<file path="src/hw/plrpd_cfg.svh">
// Constants of the reference divider, phase detector and prescaler block.
// Summary of operation
// - Mode 001 runs oscillator, counter unless standby.
// - Crystal mode standby: oscillator runs, counter stopped.
// - Mode zero stops oscillator, standby or not.
// - Mode seven: output is input divided by 16.
// - Mode three: output follows input one-to-one.
// - Reset selects divide-by-eight output ratio.
// - Mode two: input works, output held off.
// - Normal polarity: lead sinks, lag sources, else float.
// - Polarity bit swaps source/sink and double outputs.
// - Lead pulses vco side low, lag reference side.
// - Select bit clear floats single-ended output.
// - Standby floats single-ended output.
// - Select high or standby holds double outputs high.
// - Lock output is AND of double outputs.
// - Reset disables lock output, holding it low.
// - Current scaled by select bits and step bit.
// - Prescaler divides 65 when low, 64 high.
// - Select high: single enabled, doubles high; resets low.
// - Lock enable low forces lock output low.
// - Step low 70-100 percent, high 25-100 percent.
// - Polarity bit clears at reset.
`ifndef PLRPD_CFG_SVH
`define PLRPD_CFG_SVH
`define PLRPD_AW 8
`define PLRPD_OFS_CTRL 8'h00
`define PLRPD_OFS_MODE 8'h04
`define PLRPD_OFS_STAT 8'h08
`define PLRPD_CTRL_RST 8'h00
`define PLRPD_MODE_RST 3'h6
`define PLRPD_MODE_SHUT 3'h0
`define PLRPD_MODE_XTAL 3'h1
`define PLRPD_MODE_OFF 3'h2
`define PLRPD_MODE_FOLLOW 3'h3
`define PLRPD_MODE_DIV2 3'h4
`define PLRPD_MODE_DIV4 3'h5
`define PLRPD_MODE_DIV8 3'h6
`define PLRPD_MODE_DIV16 3'h7
`define PLRPD_HALF_DIV2 4'h1
`define PLRPD_HALF_DIV4 4'h2
`define PLRPD_HALF_DIV8 4'h4
`define PLRPD_HALF_DIV16 4'h8
`define PLRPD_HALF_NONE 4'h0
`define PLRPD_PCT_FINE0 7'h46
`define PLRPD_PCT_FINE1 7'h50
`define PLRPD_PCT_FINE2 7'h5a
`define PLRPD_PCT_COARSE0 7'h19
`define PLRPD_PCT_COARSE1 7'h32
`define PLRPD_PCT_COARSE2 7'h4b
`define PLRPD_PCT_FULL 7'h64
`define PLRPD_PRESC_LOW_DIV 65
`define PLRPD_PRESC_HIGH_DIV 64
`endif

</file>
<file path="src/hw/plrpd_pkg.sv">
// Types shared by the reference divider and phase detector block.
package plrpd_pkg;
   // Configuration byte, most significant field first.
   typedef struct packed {
      logic detector_polarity_invert;
      logic sel;
      logic lock_output_enable;
      logic low_power_hold;
      logic cur_hi;
      logic cur_lo;
      logic step;
      logic spare;
   } plrpd_ctrl_s;
   // Registered detector pin levels.
   typedef struct packed {
      logic pd_val;
      logic pd_oe;
      logic ref_side_n;
      logic vco_side_n;
      logic lock;
   } plrpd_det_s;
endpackage

</file>
<file path="src/hw/plrpd_top.sv">
// Reference divider, phase/frequency detector, lock output and prescaler.
//
// Added by the designer: the placing of the registers and the address-and-strobe port.
`timescale 1ns/10ps
`include "plrpd_cfg.svh"
module plrpd_top import plrpd_pkg::*; #(
   parameter int PRESC_W = 7
) (
   // Clock and reset.
   input wire logic clk_i,
   input wire logic sys_rst_i,
   // Register port.
   input wire logic [`PLRPD_AW-1:0] addr_i,
   input wire logic [31:0] wdata_i,
   input wire logic wr_i,
   input wire logic rd_i,
   output logic [31:0] rdata_o,
   // Reference pins.
   input wire logic reference_input_i,
   output logic reference_divided_output_o,
   output logic osc_run_o,
   output logic ref_counter_run_o,
   // Detector inputs and outputs.
   input wire logic divided_reference_pulse_i,
   input wire logic divided_vco_pulse_i,
   output logic single_ended_detector_output_o,
   output logic single_ended_detector_output_oe_o,
   output logic ref_side_detector_n_o,
   output logic vco_side_detector_n_o,
   output logic lock_detect_output_o,
   output logic [6:0] current_percent_o,
   // Prescaler.
   input wire logic prescaler_input_i,
   input wire logic modulus_ctrl_i,
   output logic prescaler_pulse_o
);

   // ************************************************************
   // Functions
   // ************************************************************

   // Half-period count in input edges for each dividing mode.
   function automatic logic [3:0] half_of(input logic [2:0] m);
      logic [3:0] h;
      h = `PLRPD_HALF_NONE;
      unique case (m)
         `PLRPD_MODE_DIV2: h = `PLRPD_HALF_DIV2;
         `PLRPD_MODE_DIV4: h = `PLRPD_HALF_DIV4;
         `PLRPD_MODE_DIV8: h = `PLRPD_HALF_DIV8;
         `PLRPD_MODE_DIV16: h = `PLRPD_HALF_DIV16;
         default: h = `PLRPD_HALF_NONE;
      endcase
      return h;
   endfunction

   // Output current in percent of maximum.
   function automatic logic [6:0] pct_of(input logic step, input logic [1:0] code);
      logic [6:0] p;
      p = `PLRPD_PCT_FULL;
      unique case (code)
         2'h0: p = step ? `PLRPD_PCT_COARSE0 : `PLRPD_PCT_FINE0;
         2'h1: p = step ? `PLRPD_PCT_COARSE1 : `PLRPD_PCT_FINE1;
         2'h2: p = step ? `PLRPD_PCT_COARSE2 : `PLRPD_PCT_FINE2;
         2'h3: p = `PLRPD_PCT_FULL;
      endcase
      return p;
   endfunction

   // ************************************************************
   // Register port
   // ************************************************************

   plrpd_ctrl_s ctrl_reg;
   logic [2:0] mode_reg;
   logic [31:0] rdata_reg;
   plrpd_det_s det_reg;
   logic up_reg;
   logic dn_reg;
   logic reference_divided_output_reg;

   wire logic hit_ctrl = (addr_i == `PLRPD_OFS_CTRL);
   wire logic hit_mode = (addr_i == `PLRPD_OFS_MODE);
   wire logic hit_stat = (addr_i == `PLRPD_OFS_STAT);
   wire logic [31:0] stat_word = {21'h0, current_percent_o, reference_divided_output_reg, det_reg.lock, dn_reg, up_reg};
   wire logic [31:0] rdata_next = hit_ctrl ? {24'h0, ctrl_reg} :
                                  hit_mode ? {29'h0, mode_reg} :
                                  hit_stat ? stat_word : 32'h0;

   // Control bits reset with the detector deselected, lock off, normal polarity.
   always_ff @(posedge clk_i or posedge sys_rst_i) begin
      if (sys_rst_i) begin
         ctrl_reg <= `PLRPD_CTRL_RST;
         mode_reg <= `PLRPD_MODE_RST;
      end else if (wr_i && hit_ctrl) begin
         ctrl_reg <= wdata_i[7:0];
      end else if (wr_i && hit_mode) begin
         mode_reg <= wdata_i[2:0];
      end
   end

   // Read data stand in the cycle after the strobe only; unmapped reads give zero.
   always_ff @(posedge clk_i or posedge sys_rst_i) begin
      if (sys_rst_i) begin
         rdata_reg <= 32'h0;
      end else begin
         rdata_reg <= rd_i ? rdata_next : 32'h0;
      end
   end
   assign rdata_o = rdata_reg;

   // ************************************************************
   // Oscillator and reference counter control
   // ************************************************************

   // The oscillator only runs in active crystal mode, and standby never stops it.
   assign osc_run_o = (mode_reg == `PLRPD_MODE_XTAL);
   // Standby or shutdown mode halts the reference counter; in modes 2 to 7 it runs while the oscillator is off.
   assign ref_counter_run_o = (mode_reg != `PLRPD_MODE_SHUT) && !ctrl_reg.low_power_hold;

   // ************************************************************
   // Reference output divider
   // ************************************************************

   logic ref_in_d;
   logic [2:0] act_mode_reg;
   logic [3:0] div_cnt_reg;
   wire logic ref_rise = reference_input_i && !ref_in_d;
   wire logic [3:0] act_half = half_of(act_mode_reg);
   wire logic [3:0] cnt_inc = div_cnt_reg + 4'h1;
   wire logic at_half = ref_rise && (cnt_inc == act_half);
   // A new mode is taken at a half-period boundary, or at once from a non-dividing mode, so a change between dividing ratios leaves no runt pulse.
   wire logic take_mode = (act_half == `PLRPD_HALF_NONE) || at_half;
   wire logic reference_divided_output_next = (act_mode_reg == `PLRPD_MODE_FOLLOW) ? reference_input_i :
                            (act_half == `PLRPD_HALF_NONE) ? 1'b0 :
                            at_half ? !reference_divided_output_reg : reference_divided_output_reg;

   // Divider counts input rising edges and toggles every half ratio.
   always_ff @(posedge clk_i or posedge sys_rst_i) begin
      if (sys_rst_i) begin
         ref_in_d <= 1'b0;
         act_mode_reg <= `PLRPD_MODE_RST;
         div_cnt_reg <= 4'h0;
         reference_divided_output_reg <= 1'b0;
      end else begin
         ref_in_d <= reference_input_i;
         reference_divided_output_reg <= reference_divided_output_next;
         if (take_mode) begin
            act_mode_reg <= mode_reg;
            div_cnt_reg <= 4'h0;
         end else if (ref_rise) begin
            div_cnt_reg <= cnt_inc;
         end
      end
   end
   assign reference_divided_output_o = reference_divided_output_reg;

   // ************************************************************
   // Phase/frequency detector
   // ************************************************************

   logic fr_d;
   logic fv_d;
   wire logic fr_rise = divided_reference_pulse_i && !fr_d;
   wire logic fv_rise = divided_vco_pulse_i && !fv_d;
   // Both flags high for one cycle gives the short common pulse, then both clear.
   wire logic both = up_reg && dn_reg;
   wire logic up_next = !both && (up_reg || fr_rise);
   wire logic dn_next = !both && (dn_reg || fv_rise);

   // Standby clears the detector so it restarts cleanly on recovery.
   always_ff @(posedge clk_i or posedge sys_rst_i) begin
      if (sys_rst_i) begin
         fr_d <= 1'b0;
         fv_d <= 1'b0;
         up_reg <= 1'b0;
         dn_reg <= 1'b0;
      end else begin
         fr_d <= divided_reference_pulse_i;
         fv_d <= divided_vco_pulse_i;
         up_reg <= up_next && !ctrl_reg.low_power_hold;
         dn_reg <= dn_next && !ctrl_reg.low_power_hold;
      end
   end

   // ************************************************************
   // Detector outputs and lock detect
   // ************************************************************

   // Up means the vco lags (source); down means it leads (sink); both means float.
   wire logic se_en = ctrl_reg.sel && !ctrl_reg.low_power_hold;
   wire logic se_drive = se_en && (up_reg ^ dn_reg);
   wire logic se_val = ctrl_reg.detector_polarity_invert ? dn_reg : up_reg;
   wire logic de_en = !ctrl_reg.sel && !ctrl_reg.low_power_hold;
   wire logic vco_low = ctrl_reg.detector_polarity_invert ? up_reg : dn_reg;
   wire logic ref_low = ctrl_reg.detector_polarity_invert ? dn_reg : up_reg;
   wire logic vco_n_next = !(de_en && vco_low);
   wire logic ref_n_next = !(de_en && ref_low);
   wire logic lock_next = ctrl_reg.lock_output_enable && vco_n_next && ref_n_next;
   plrpd_det_s det_next;
   assign det_next = '{pd_val: se_val, pd_oe: se_drive, ref_side_n: ref_n_next,
                       vco_side_n: vco_n_next, lock: lock_next};

   // Output pins are registered; reset leaves the lock output low.
   always_ff @(posedge clk_i or posedge sys_rst_i) begin
      if (sys_rst_i) begin
         det_reg <= '{pd_val: 1'b0, pd_oe: 1'b0, ref_side_n: 1'b1, vco_side_n: 1'b1, lock: 1'b0};
      end else begin
         det_reg <= det_next;
      end
   end
   assign single_ended_detector_output_o = det_reg.pd_val;
   assign single_ended_detector_output_oe_o = det_reg.pd_oe;
   assign ref_side_detector_n_o = det_reg.ref_side_n;
   assign vco_side_detector_n_o = det_reg.vco_side_n;
   assign lock_detect_output_o = det_reg.lock;

   // The analog stage takes this percentage of the resistor-set maximum.
   assign current_percent_o = pct_of(ctrl_reg.step, {ctrl_reg.cur_hi, ctrl_reg.cur_lo});

   // ************************************************************
   // Dual-modulus prescaler
   // ************************************************************

   localparam logic [PRESC_W-1:0] PRESC_LAST_LOW = PRESC_W'(`PLRPD_PRESC_LOW_DIV - 1);
   localparam logic [PRESC_W-1:0] PRESC_LAST_HIGH = PRESC_W'(`PLRPD_PRESC_HIGH_DIV - 1);
   logic pin_d;
   logic [PRESC_W-1:0] presc_cnt_reg;
   logic presc_pulse_reg;
   wire logic pin_rise = prescaler_input_i && !pin_d;
   // The modulus is sampled at each edge, so a change lands within the current cycle.
   wire logic [PRESC_W-1:0] presc_last = modulus_ctrl_i ? PRESC_LAST_HIGH : PRESC_LAST_LOW;
   wire logic presc_wrap = pin_rise && (presc_cnt_reg >= presc_last);

   // One output pulse per 65 or 64 input rising edges.
   always_ff @(posedge clk_i or posedge sys_rst_i) begin
      if (sys_rst_i) begin
         pin_d <= 1'b0;
         presc_cnt_reg <= '0;
         presc_pulse_reg <= 1'b0;
      end else begin
         pin_d <= prescaler_input_i;
         presc_pulse_reg <= presc_wrap;
         if (presc_wrap) begin
            presc_cnt_reg <= '0;
         end else if (pin_rise) begin
            presc_cnt_reg <= presc_cnt_reg + PRESC_W'(1);
         end
      end
   end
   assign prescaler_pulse_o = presc_pulse_reg;

endmodule

</file>
<file path="config.mk">
export PLATFORM = sky130hd
export DESIGN_NAME = plrpd_top
export DESIGN_NICKNAME = d
export VERILOG_FILES = /design/src/hw/plrpd_pkg.sv /design/src/hw/plrpd_top.sv
export VERILOG_INCLUDE_DIRS = /design/src /design/src/hw
export SDC_FILE = /design/constraint.sdc
export NUM_CORES = 1
export LEC_CHECK = 0
export BUFFER_PORTS_ARGS = -buffer_cell sky130_fd_sc_hd__buf_2
export CAP_MARGIN = 10
export CORE_ASPECT_RATIO = 1.5
export CORE_MARGIN = 2
export CORE_UTILIZATION = 44
export CTS_CLUSTER_DIAMETER = 50
export CTS_CLUSTER_SIZE = 40
export DETAILED_ROUTE_END_ITERATION = 10
export GPL_ROUTABILITY_DRIVEN = 0
export PLACE_DENSITY = 0.82
export SETUP_SLACK_MARGIN = 0.3
export SYNTH_ARGS = -nofsm -noshare
export SYNTH_HDL_FRONTEND = slang
export SYNTH_SLANG_ARGS = --single-unit
</file>
<file path="constraint.sdc">
create_clock -name clk_i -period 1.75 [get_ports clk_i]
set_input_delay 0.175 -clock clk_i [delete_from_list [all_inputs] [get_ports clk_i]]
set_output_delay 0.175 -clock clk_i [all_outputs]
set_load 0.01 [all_outputs]
</file>
# After elaboration in Yosys (flattened, before gate mapping)
# Index checks and enable logic that the tools add are counted.
classes:
  add_sub_neg: 2
  mul: 0
  n_div: 0
  magnitude_cmp: 1
  n_eq_ne: 12
  shift: 0
  muxes: 19
  bitwise: 2
  reduce_logical: 42
ops:
  columns: ["operator", "count"]
  rows:
  - ["$mux 11", 4]
  - ["$mux 7", 5]
  - ["$pmux 7 s4", 1]
  - ["$logic_and 1x1->1", 21]
  - ["$pmux 4 s4", 1]
  - ["$eq 3x3->1 const B", 4]
  - ["$logic_not 1->1", 10]
  - ["$eq 8x3->1 const B", 1]
  - ["$eq 8x4->1 const B", 1]
  - ["$logic_not 8->1", 1]
  - ["$mux 4", 2]
  - ["$add 7x1->7 const B", 1]
  - ["$ge 7x7->1", 1]
  - ["$reduce_bool 3->1", 2]
  - ["$mux 1", 5]
  - ["$mux 5", 1]
  - ["$add 4x1->4 const B", 1]
  - ["$eq 2x2->1 const B", 2]
  - ["$eq 4x4->1", 1]
  - ["$logic_not 4->1", 1]
  - ["$reduce_bool 2->1", 2]
  - ["$eq 3x1->1 const B", 1]
  - ["$eq 3x2->1 const B", 1]
  - ["$logic_or 1x1->1", 3]
  - ["5 further kinds", 5]
totals:
  regBits: 49
  latchBits: 0
  ramBits: 0
  romBits: 0
  input_bits: 49
  wordCells: 104
  mem_count: 0

# Longest topological paths before layout
# Gate-level depths: netlist of run 1.
logic_depth:
  word_depth: 7
  depth_mapped: 7

# Worst setup path after synthesis of run 1
# No wires, ideal clock.
synth_path:
  path_kind: "register -> register"
  from: "register div_cnt_reg[1]"
  to: "register act_mode_reg[0]"
  arrival_ps: 1817
  required_ps: 1622
  slack_ps: -194
  path_stages_with_launch: 7
  path_buffers: 0
  path_cell_list: "dfrtp_1 -> ha_1 -> or3b_1 -> mux2i_1 -> nand2_1 -> o21ai_4 -> mux2_1"
synth_between:
  elab_chain_len: 4
synth_lines:
  columns: ["item", "line_no", "source"]
  rows:
  - ["start: declaration", "plrpd_top.sv:126", "logic [3:0] div_cnt_reg;"]
  - ["start signal: assignment", "plrpd_top.sv:151", "div_cnt_reg <= cnt_inc;"]
  - ["$add 4x1->4", "plrpd_top.sv:129", "wire logic [3:0] cnt_inc = div_cnt_reg + 4'h1;"]
  - ["$eq 4x4->1", "plrpd_top.sv:130", "wire logic at_half = ref_rise && (cnt_inc == act_half);"]
  - ["$logic_and 1x1->1", "plrpd_top.sv:130", null]
  - ["$logic_or 1x1->1", "plrpd_top.sv:132", "wire logic take_mode = (act_half == `PLRPD_HALF_NONE) || at_half;"]
  - ["end signal: assignment", "plrpd_top.sv:141", "act_mode_reg <= `PLRPD_MODE_RST;"]
  - ["end signal: assignment", "plrpd_top.sv:148", "act_mode_reg <= mode_reg;"]
  - ["end: declaration", "plrpd_top.sv:125", "logic [2:0] act_mode_reg;"]
# No other way between the ends.
# A chain may end at the register's enable or synchronous reset.

# Worst setup path after layout of run 1
layout_path:
  from: "register div_cnt_reg[0]"
  to: "register act_mode_reg[0]"
# The elaborated chain is that of the path after synthesis.

==> results of run 1 <==
==> power by group through the flow <==
stage / sequential, mW / combinational [mW] / clock [mW]
6_report: 1.43 / 0.728 / 0.720
5_1_grt: 1.45 / 0.812 / 0.790
4_1_cts: 1.42 / 0.709 / 0.739
3_5_place_dp: 1.44 / 0.660 / 0
3_3_place_gp: 1.43 / 0.630 / 0
2_1_floorplan: 1.43 / 0.463 / 0
==> metrics by stage <==
| step | setup WS (ns) | power (mW) |
|---|---|---|
| 2_1_floorplan | -0.1521 | 1.892 |
| 3_3_place_gp | -0.1468 | 2.060 |
| 3_5_place_dp | -0.1623 | 2.099 |
| 4_1_cts | -0.2086 | 2.870 |
| 5_1_grt | -0.3140 | 3.048 |
| 6_report | -0.2367 | 2.875 |
==> synth_stat cells (all sizes together), types with 3 or more instances <==
cell type,instances,area (µm²)
a21o,3,22.52
a21oi,6,30.03
a22oi,3,22.52
a32o,4,40.04
buf,23,167.7
dfrtp,43,1076
dfstp,6,157.7
ha,9,112.6
inv,5,18.77
mux2,16,180.2
mux2i,3,30.03
nand2,16,62.56
nand2b,8,50.05
nand3,5,25.02
nand3b,3,22.52
nand4,5,31.28
nor2,21,81.33
nor2b,7,43.79
nor3,9,50.05
o21ai,4,31.28
xnor2,4,35.03
xor2,5,43.79
==> how the worst min path moves through the flow <==
stage                              start         end  slack [ns]  depth (start not counted)
6_report               reference_input_i    ref_in_d        0.03                          1
5_1_grt                reference_input_i    ref_in_d        0.03                          1
4_1_cts                reference_input_i    ref_in_d        0.03                          1
3_5_place_dp                   sys_rst_i  rdata_o[8]        0.21                          2
3_3_place_gp                   sys_rst_i  rdata_o[8]        0.19                          2
2_1_floorplan  divided_reference_pulse_i        fr_d        0.21                          0
==> routing by layer <==
metal	wire (µm)	GRT usage, %
met4	82	5.495
met5	0	0
met3	291	4.287
met1	2051	19.35
met2	3079	32.48
==> final cells by class <==
type	count	area, µm²	share of cell area [%]
clock buffers	7	96.34	3.052
clock inverters	1	5.005	0.1585
inverters	5	18.77	0.5945
multi-input cells	172	1270	40.23
flip-flops and latches	49	1237	39.20
well taps	70	87.58	2.774
repair buffers	72	441.7	13.99
==> cells by family (layout without fill, tap and decap cells) <==
logic type	after synthesis	count (layout)
xor gates and xnor gates	10	10
AOI/OAI and AO/OA	24	24
DFF	49	49
other	1	21
muxes	19	19
adders and majority gates	9	9
and+or+nand+nor	89	89
buffers and inverters	30	85
==> repair_timing <==
| action | CTS | global route |
|---|---|---|
| endpoints found under the setup margin | 18 | 20 |
| hold endpoints to repair | 20 | 0 |
| gates resized for setup | 8 | 8 |
| hold buffers | 4 | 0 |
| buffers inserted | 4 | 2 |
| pin swaps | 8 | 7 |
==> placed cells by master, fill, tap and decap left out, types with 3 or more instances in the layout <==
| cell type | Yosys | layout |
|---|---|---|
| xor2_1 | 5 | 5 |
| nand3b_1 | 3 | 3 |
| mux2i_1 | 3 | 3 |
| buf_2 | 2 | 50 |
| dfstp_2 | 6 | 6 |
| a21oi_1 | 6 | 4 |
| inv_1 | 5 | 4 |
| a21o_1 | 3 | 3 |
| xnor2_1 | 4 | 3 |
| a22oi_1 | 3 | 3 |
| nor3_1 | 8 | 8 |
| dlygate4sd3_1 | 0 | 4 |
| nand4_1 | 5 | 5 |
| ha_1 | 9 | 8 |
| nor2_1 | 20 | 17 |
| dfrtp_1 | 43 | 40 |
| nor2_2 | 1 | 3 |
| mux2_2 | 14 | 13 |
| nand2b_1 | 8 | 7 |
| a32o_1 | 4 | 4 |
| clkbuf_8 | 0 | 7 |
| conb_1 | 1 | 21 |
| nand3_1 | 5 | 5 |
| dfrtp_2 | 0 | 3 |
| nor2b_1 | 7 | 6 |
| buf_4 | 21 | 16 |
| nand2_1 | 15 | 15 |
==> run metrics, run 1 <==
WS Path Type flip-flop to flip-flop; clock-pin transition on the worst setup and hold timing paths roughly 0.090 ns; Min Hold Slack between 0.03 and 0.04 ns; simple-gate area share of the yosys netlist approximately a fifth; asr flop ratio synth 100.0%; CP Depth 6; clock sink count between 40 and 50; largest family of logic cells by synthesized area simple AND/OR/NAND/NOR gates; ys flop type dfrtp_1; Seq/Total Area, Yosys 48.55%; core area ~5500 µm²; R2R Setup Slk -0.24 ns; LEAKAGE 1.594 nW; CP peak stage delay a little under 0.4 ns; yosys synthesis warning count 0; # rows 33; DRT Wirelength 5.505 mm; Reg2Reg Depth 6; Avg WL per Cell approximately 15 µm; first-pass GRT wire length 8.776 mm; period utilisation layout 113.5%; WP buf/inv 0; die height 97.08 µm; Synth Area per Inst roughly 11 µm²; Area Growth Syn to Fin 24.22%; post-synthesis compound-gate area fraction ~7.4%; Worst Setup SP div_cnt_reg[0]; Worst Hold Class primary input to flip-flop; Net Switching roughly 0.87 mW; failing checks setup timing; CTS max path bufs 2; number of global-route vias before repair roughly 1,900; Horiz. Die Dim between 60 and 70 µm; placed insts 358; CP Launch Type flip-flop; max-slew violation count 0; DP HPWL 4.021 mm; Critical Path, Cell by Cell ha_1, or3b_1, mux2i_1, nand2_1, o21ai_4, mux2_4; Final Skew around 0.0087 ns; cell family with the largest share of critical-path delay multiplexers; reg2reg end act_mode_reg[0]; Pwr Density 910.8 nW/µm²; clock power share roughly a quarter; clock root buffer clkbuf_8; CP max FO 3; crit path capture type flip-flop; Synth Area in Adders ~4.4%; grt ovf 0; max reg flops 11; I/O Buffers 51; FMAX between 0.5 and 0.6 GHz; unrepaired setup endpoints after global routing yes; Seq cells post-synth 49; Design Area, Final 3157 µm²; final setup fails 8; vias roughly 1,900; final worst slack -0.2367 ns; DR iter-0 viols 51; peak supply drop 0.0005928 V; initial antenna violation count 0; internal power between 2 and 2.5 mW; GRT Total Usage 17.66%; arrival time at the worst endpoint around 2.2 ns; placed inst area just under 3000 µm²; proportion of synthesized area in mux cells a little over 8%; cts bufs inserted 5; Post-synth EDFFs 0; mapped cell area 2541 µm²; Post-Synth XOR/XNOR Area under 10%; Fillers between 400 and 500; setup_tns -1.303 ns; fin util between 50% and 60%; Critical Path End act_mode_reg[0]; Reg power frac between 40% and 50%; CTS tree done; Combinational Power Share roughly 25%; status complete, but fails checks; vias per cell between 5 and 6; drc violations 0; post-detailed-route count of antenna-violating nets 0; largest net degree at the start of global routing 31; post-route minimum period a little under 2 ns; DR pass1 iterations 4; Final Net Count between 300 and 400; post-synthesis instance total 231; switching portion of total power 30.18%; reg2reg start div_cnt_reg[0]; Post-Layout Cell Count about 380; CP max-delay cell dfrtp_1; Initial Util a little under half; layout cells sized above 1 38.89%; final hold viol count 0; H-tree levels 2; Worst-Skew Late Latency roughly 0.3 ns; worst endpoint required time slightly below 2 ns; total of max-cap violations 0; unique cell type count in the Yosys netlist 46; Die ar. 6412 µm²; Inserted Diodes 0; I/O pins 97
No activity file was read; power rests on OpenSTA's default activity.
==> run 2, diff against run 1 <==
CELL_PAD_IN_SITES_DETAIL_PLACEMENT = 1   (was default)
CELL_PAD_IN_SITES_GLOBAL_PLACEMENT = 1   (was default)
CORE_UTILIZATION = 33   (was 44)
PLACE_DENSITY = 0.81   (was 0.82)
==> run 2 against run 1 <==
The run still ends with setup timing left. Utilization shrank 13 points. Global-route usage shrank 1.6 points. Via count grew 2.1%. Die area grew 32%. Worst setup slack lost 0.055 ns. Register-to-register slack lost 0.05 ns. Clock-buffer cell count shrank 1. Clock power grew 57%. Largest power group unchanged.
==> run metrics, run 2 (synthesized netlist as in run 1, its figures left out) <==
failing checks setup timing; grt ovf 0 (unchanged); layout cells sized above 1 40.52% (+1.6 points); GRT Total Usage 16.06% (-1.6 points); Pwr Density 1004 nW/µm² (+10%); max reg flops 11 (unchanged); final worst slack -0.2916 ns (-0.05486 ns); LEAKAGE 1.628 nW (+2.2%); final setup fails 8 (unchanged); commonest non-fill, non-tap cell in the layout buf_2; post-route minimum period 2.042 ns (+0.05486 ns); Final Skew 0.005357 ns (-0.003301 ns); DRT Wirelength 6.474 mm (+18%); clock power share 34.0% (+9.0 points); final hold viol count 0 (unchanged); largest net degree at the start of global routing 50 (+61%); status complete, but fails checks; Worst-Skew Late Latency 0.29 ns (about the same); total of max-cap violations 0 (unchanged); CTS max path bufs 2 (unchanged); clock root buffer clkbuf_16; die height 111.5 µm (+15%); CTS tree done; Hold Crit Start prescaler_input_i; Most Crowded Layer GR met2; clock sink count 49 (unchanged); Horiz. Die Dim 75.65 µm (+15%); register area 1237 µm² (unchanged); Reg power frac 42.9% (-6.7 points); max-slew violation count 0 (unchanged); area occupied by multi-input gates 1294 µm² (+1.9%); switching portion of total power 28.23% (-2.0 points); Die ar. 8433 µm² (+32%); H-tree levels 2 (unchanged); arrival time at the worst endpoint 2.22 ns (+0.04 ns); Final Net Count 363 (unchanged); I/O Buffers 51 (unchanged); unrepaired setup endpoints after global routing yes; internal power 2.378 mW (+18%); vias per cell 4.746 (-6.1%); vias 1,941 (+2.1%); drc violations 0 (unchanged); Worst Hold Class primary input to flip-flop; WS Path Type flip-flop to flip-flop; Area Growth Syn to Fin 29.84%; total power 3.313 mW (+15%); crit path capture type flip-flop; number of global-route vias before repair 2,099 (+9.2%); Avg WL per Cell 15.83 µm (+8.1%); CP max FO 3 (unchanged); clock-pin transition on the worst setup and hold timing paths 0.07 ns (-0.02 ns); DR pass1 iterations 4 (unchanged); CP Launch Type flip-flop; commonest cells after routing, fill and taps aside buf_2, dfrtp_1, conb_1; peak supply drop 0.0007595 V (+28%); Net Switching 0.9354 mW (+7.8%); core area 7564 µm² (+37%); Initial Util 33.60% (-12 points); Combinational Power Share 23.0% (-2.3 points); reg2reg start div_cnt_reg[1]; post-detailed-route count of antenna-violating nets 0 (unchanged); M1 GR Usage 17.37% (-2.0 points); first-pass GRT wire length 10.29 mm (+17%); DP HPWL 4.894 mm (+22%); initial antenna violation count 1 (+1); Worst Setup SP div_cnt_reg[1]; met2 GRT Util 29.33% (-3.1 points); worst endpoint required time 1.93 ns (about the same); FMAX 0.4898 GHz (-2.7%); # rows 39 (+18%); DR iter-0 viols 53 (+3.9%); setup_tns -1.677 ns (-0.3748 ns); cts bufs inserted 5 (unchanged); period utilisation layout 116.7% (+3.1 points); Fillers 858 (+79%); met3 Track Usage GR 4.796% (+0.51 points); I/O pins 97 (unchanged)
[run 2: layout make-up]
class / count / area share (%)
multi-input cells: 172 / 39.21
repair buffers: 72 / 13.42
diodes: 1 / 0.07584
flip-flops and latches: 49 / 37.50
clock buffers: 6 / 4.209
well taps: 102 / 3.868
clock inverters: 2 / 1.138
inverters: 5 / 0.5688
[run 2: final timing paths]
| path | to | cells after the start | slack (ns) |
|---|---|---|---|
| min reg2reg | act_mode_reg[2] | 1 | 0.53 |
| min in group asynchronous | pin_d | 4 | 0.45 |
| max | act_mode_reg[0] | 6 | -0.29 |
| max in group asynchronous | mode_reg[1] | 4 | 1.00 |
| max reg2reg | act_mode_reg[0] | 6 | -0.29 |
| min | pin_d | 1 | 0.01 |
[run 2: critical path: stages, from the launching register on]
cell	delay, ns
dfrtp_1	0.38
ha_1	0.32
or3b_1	0.37
mux2i_2	0.23
nand2_2	0.11
o21ai_4	0.20
mux2_4	0.31
[run 2: power by group through the flow]
stage          Sequential [mW]  Clock, mW  Combinational [mW]
2_1_floorplan             1.43          0               0.463
3_3_place_gp              1.43          0               0.659
3_5_place_dp              1.43          0               0.698
4_1_cts                   1.42       1.16               0.735
5_1_grt                   1.44       1.21               0.854
6_report                  1.42       1.13               0.763
[run 2: repair_timing]
action,4_1_cts,5_1_grt
endpoints found under the hold margin,45,0
endpoints found under the setup margin,20,21
hold buffers,3,0
setup buffers,1,5
pin swaps,6,7
gates resized for setup,12,11
[run 2: per-stage QoR]
| step | cell area, µm² | cells | setup WS [ns] | hold slack, ns | utilization, % |
|---|---|---|---|---|---|
| after floorplan | 2634 | 251 | -0.1521 | 0.2064 | - |
| after global placement | 2944 | 391 | -0.1784 | 0.2297 | 38.92 |
| after detailed placement | 2944 | 391 | -0.2447 | 0.2379 | 38.92 |
| after CTS | 3217 | 403 | -0.2596 | 0.005823 | 42.53 |
| after global routing | 3297 | 408 | -0.3609 | 0.01016 | 43.59 |
| final | 3299 | 409 | -0.2916 | 0.01034 | 43.62 |
[run 2: routing by layer]
metal | vias up | share of wire [%]
met5 | - | 0
met4 | 0 | 0.94
met3 | 5 | 6.4
met2 | 57 | 58
met1 | 966 | 35
li1 | 913 | -
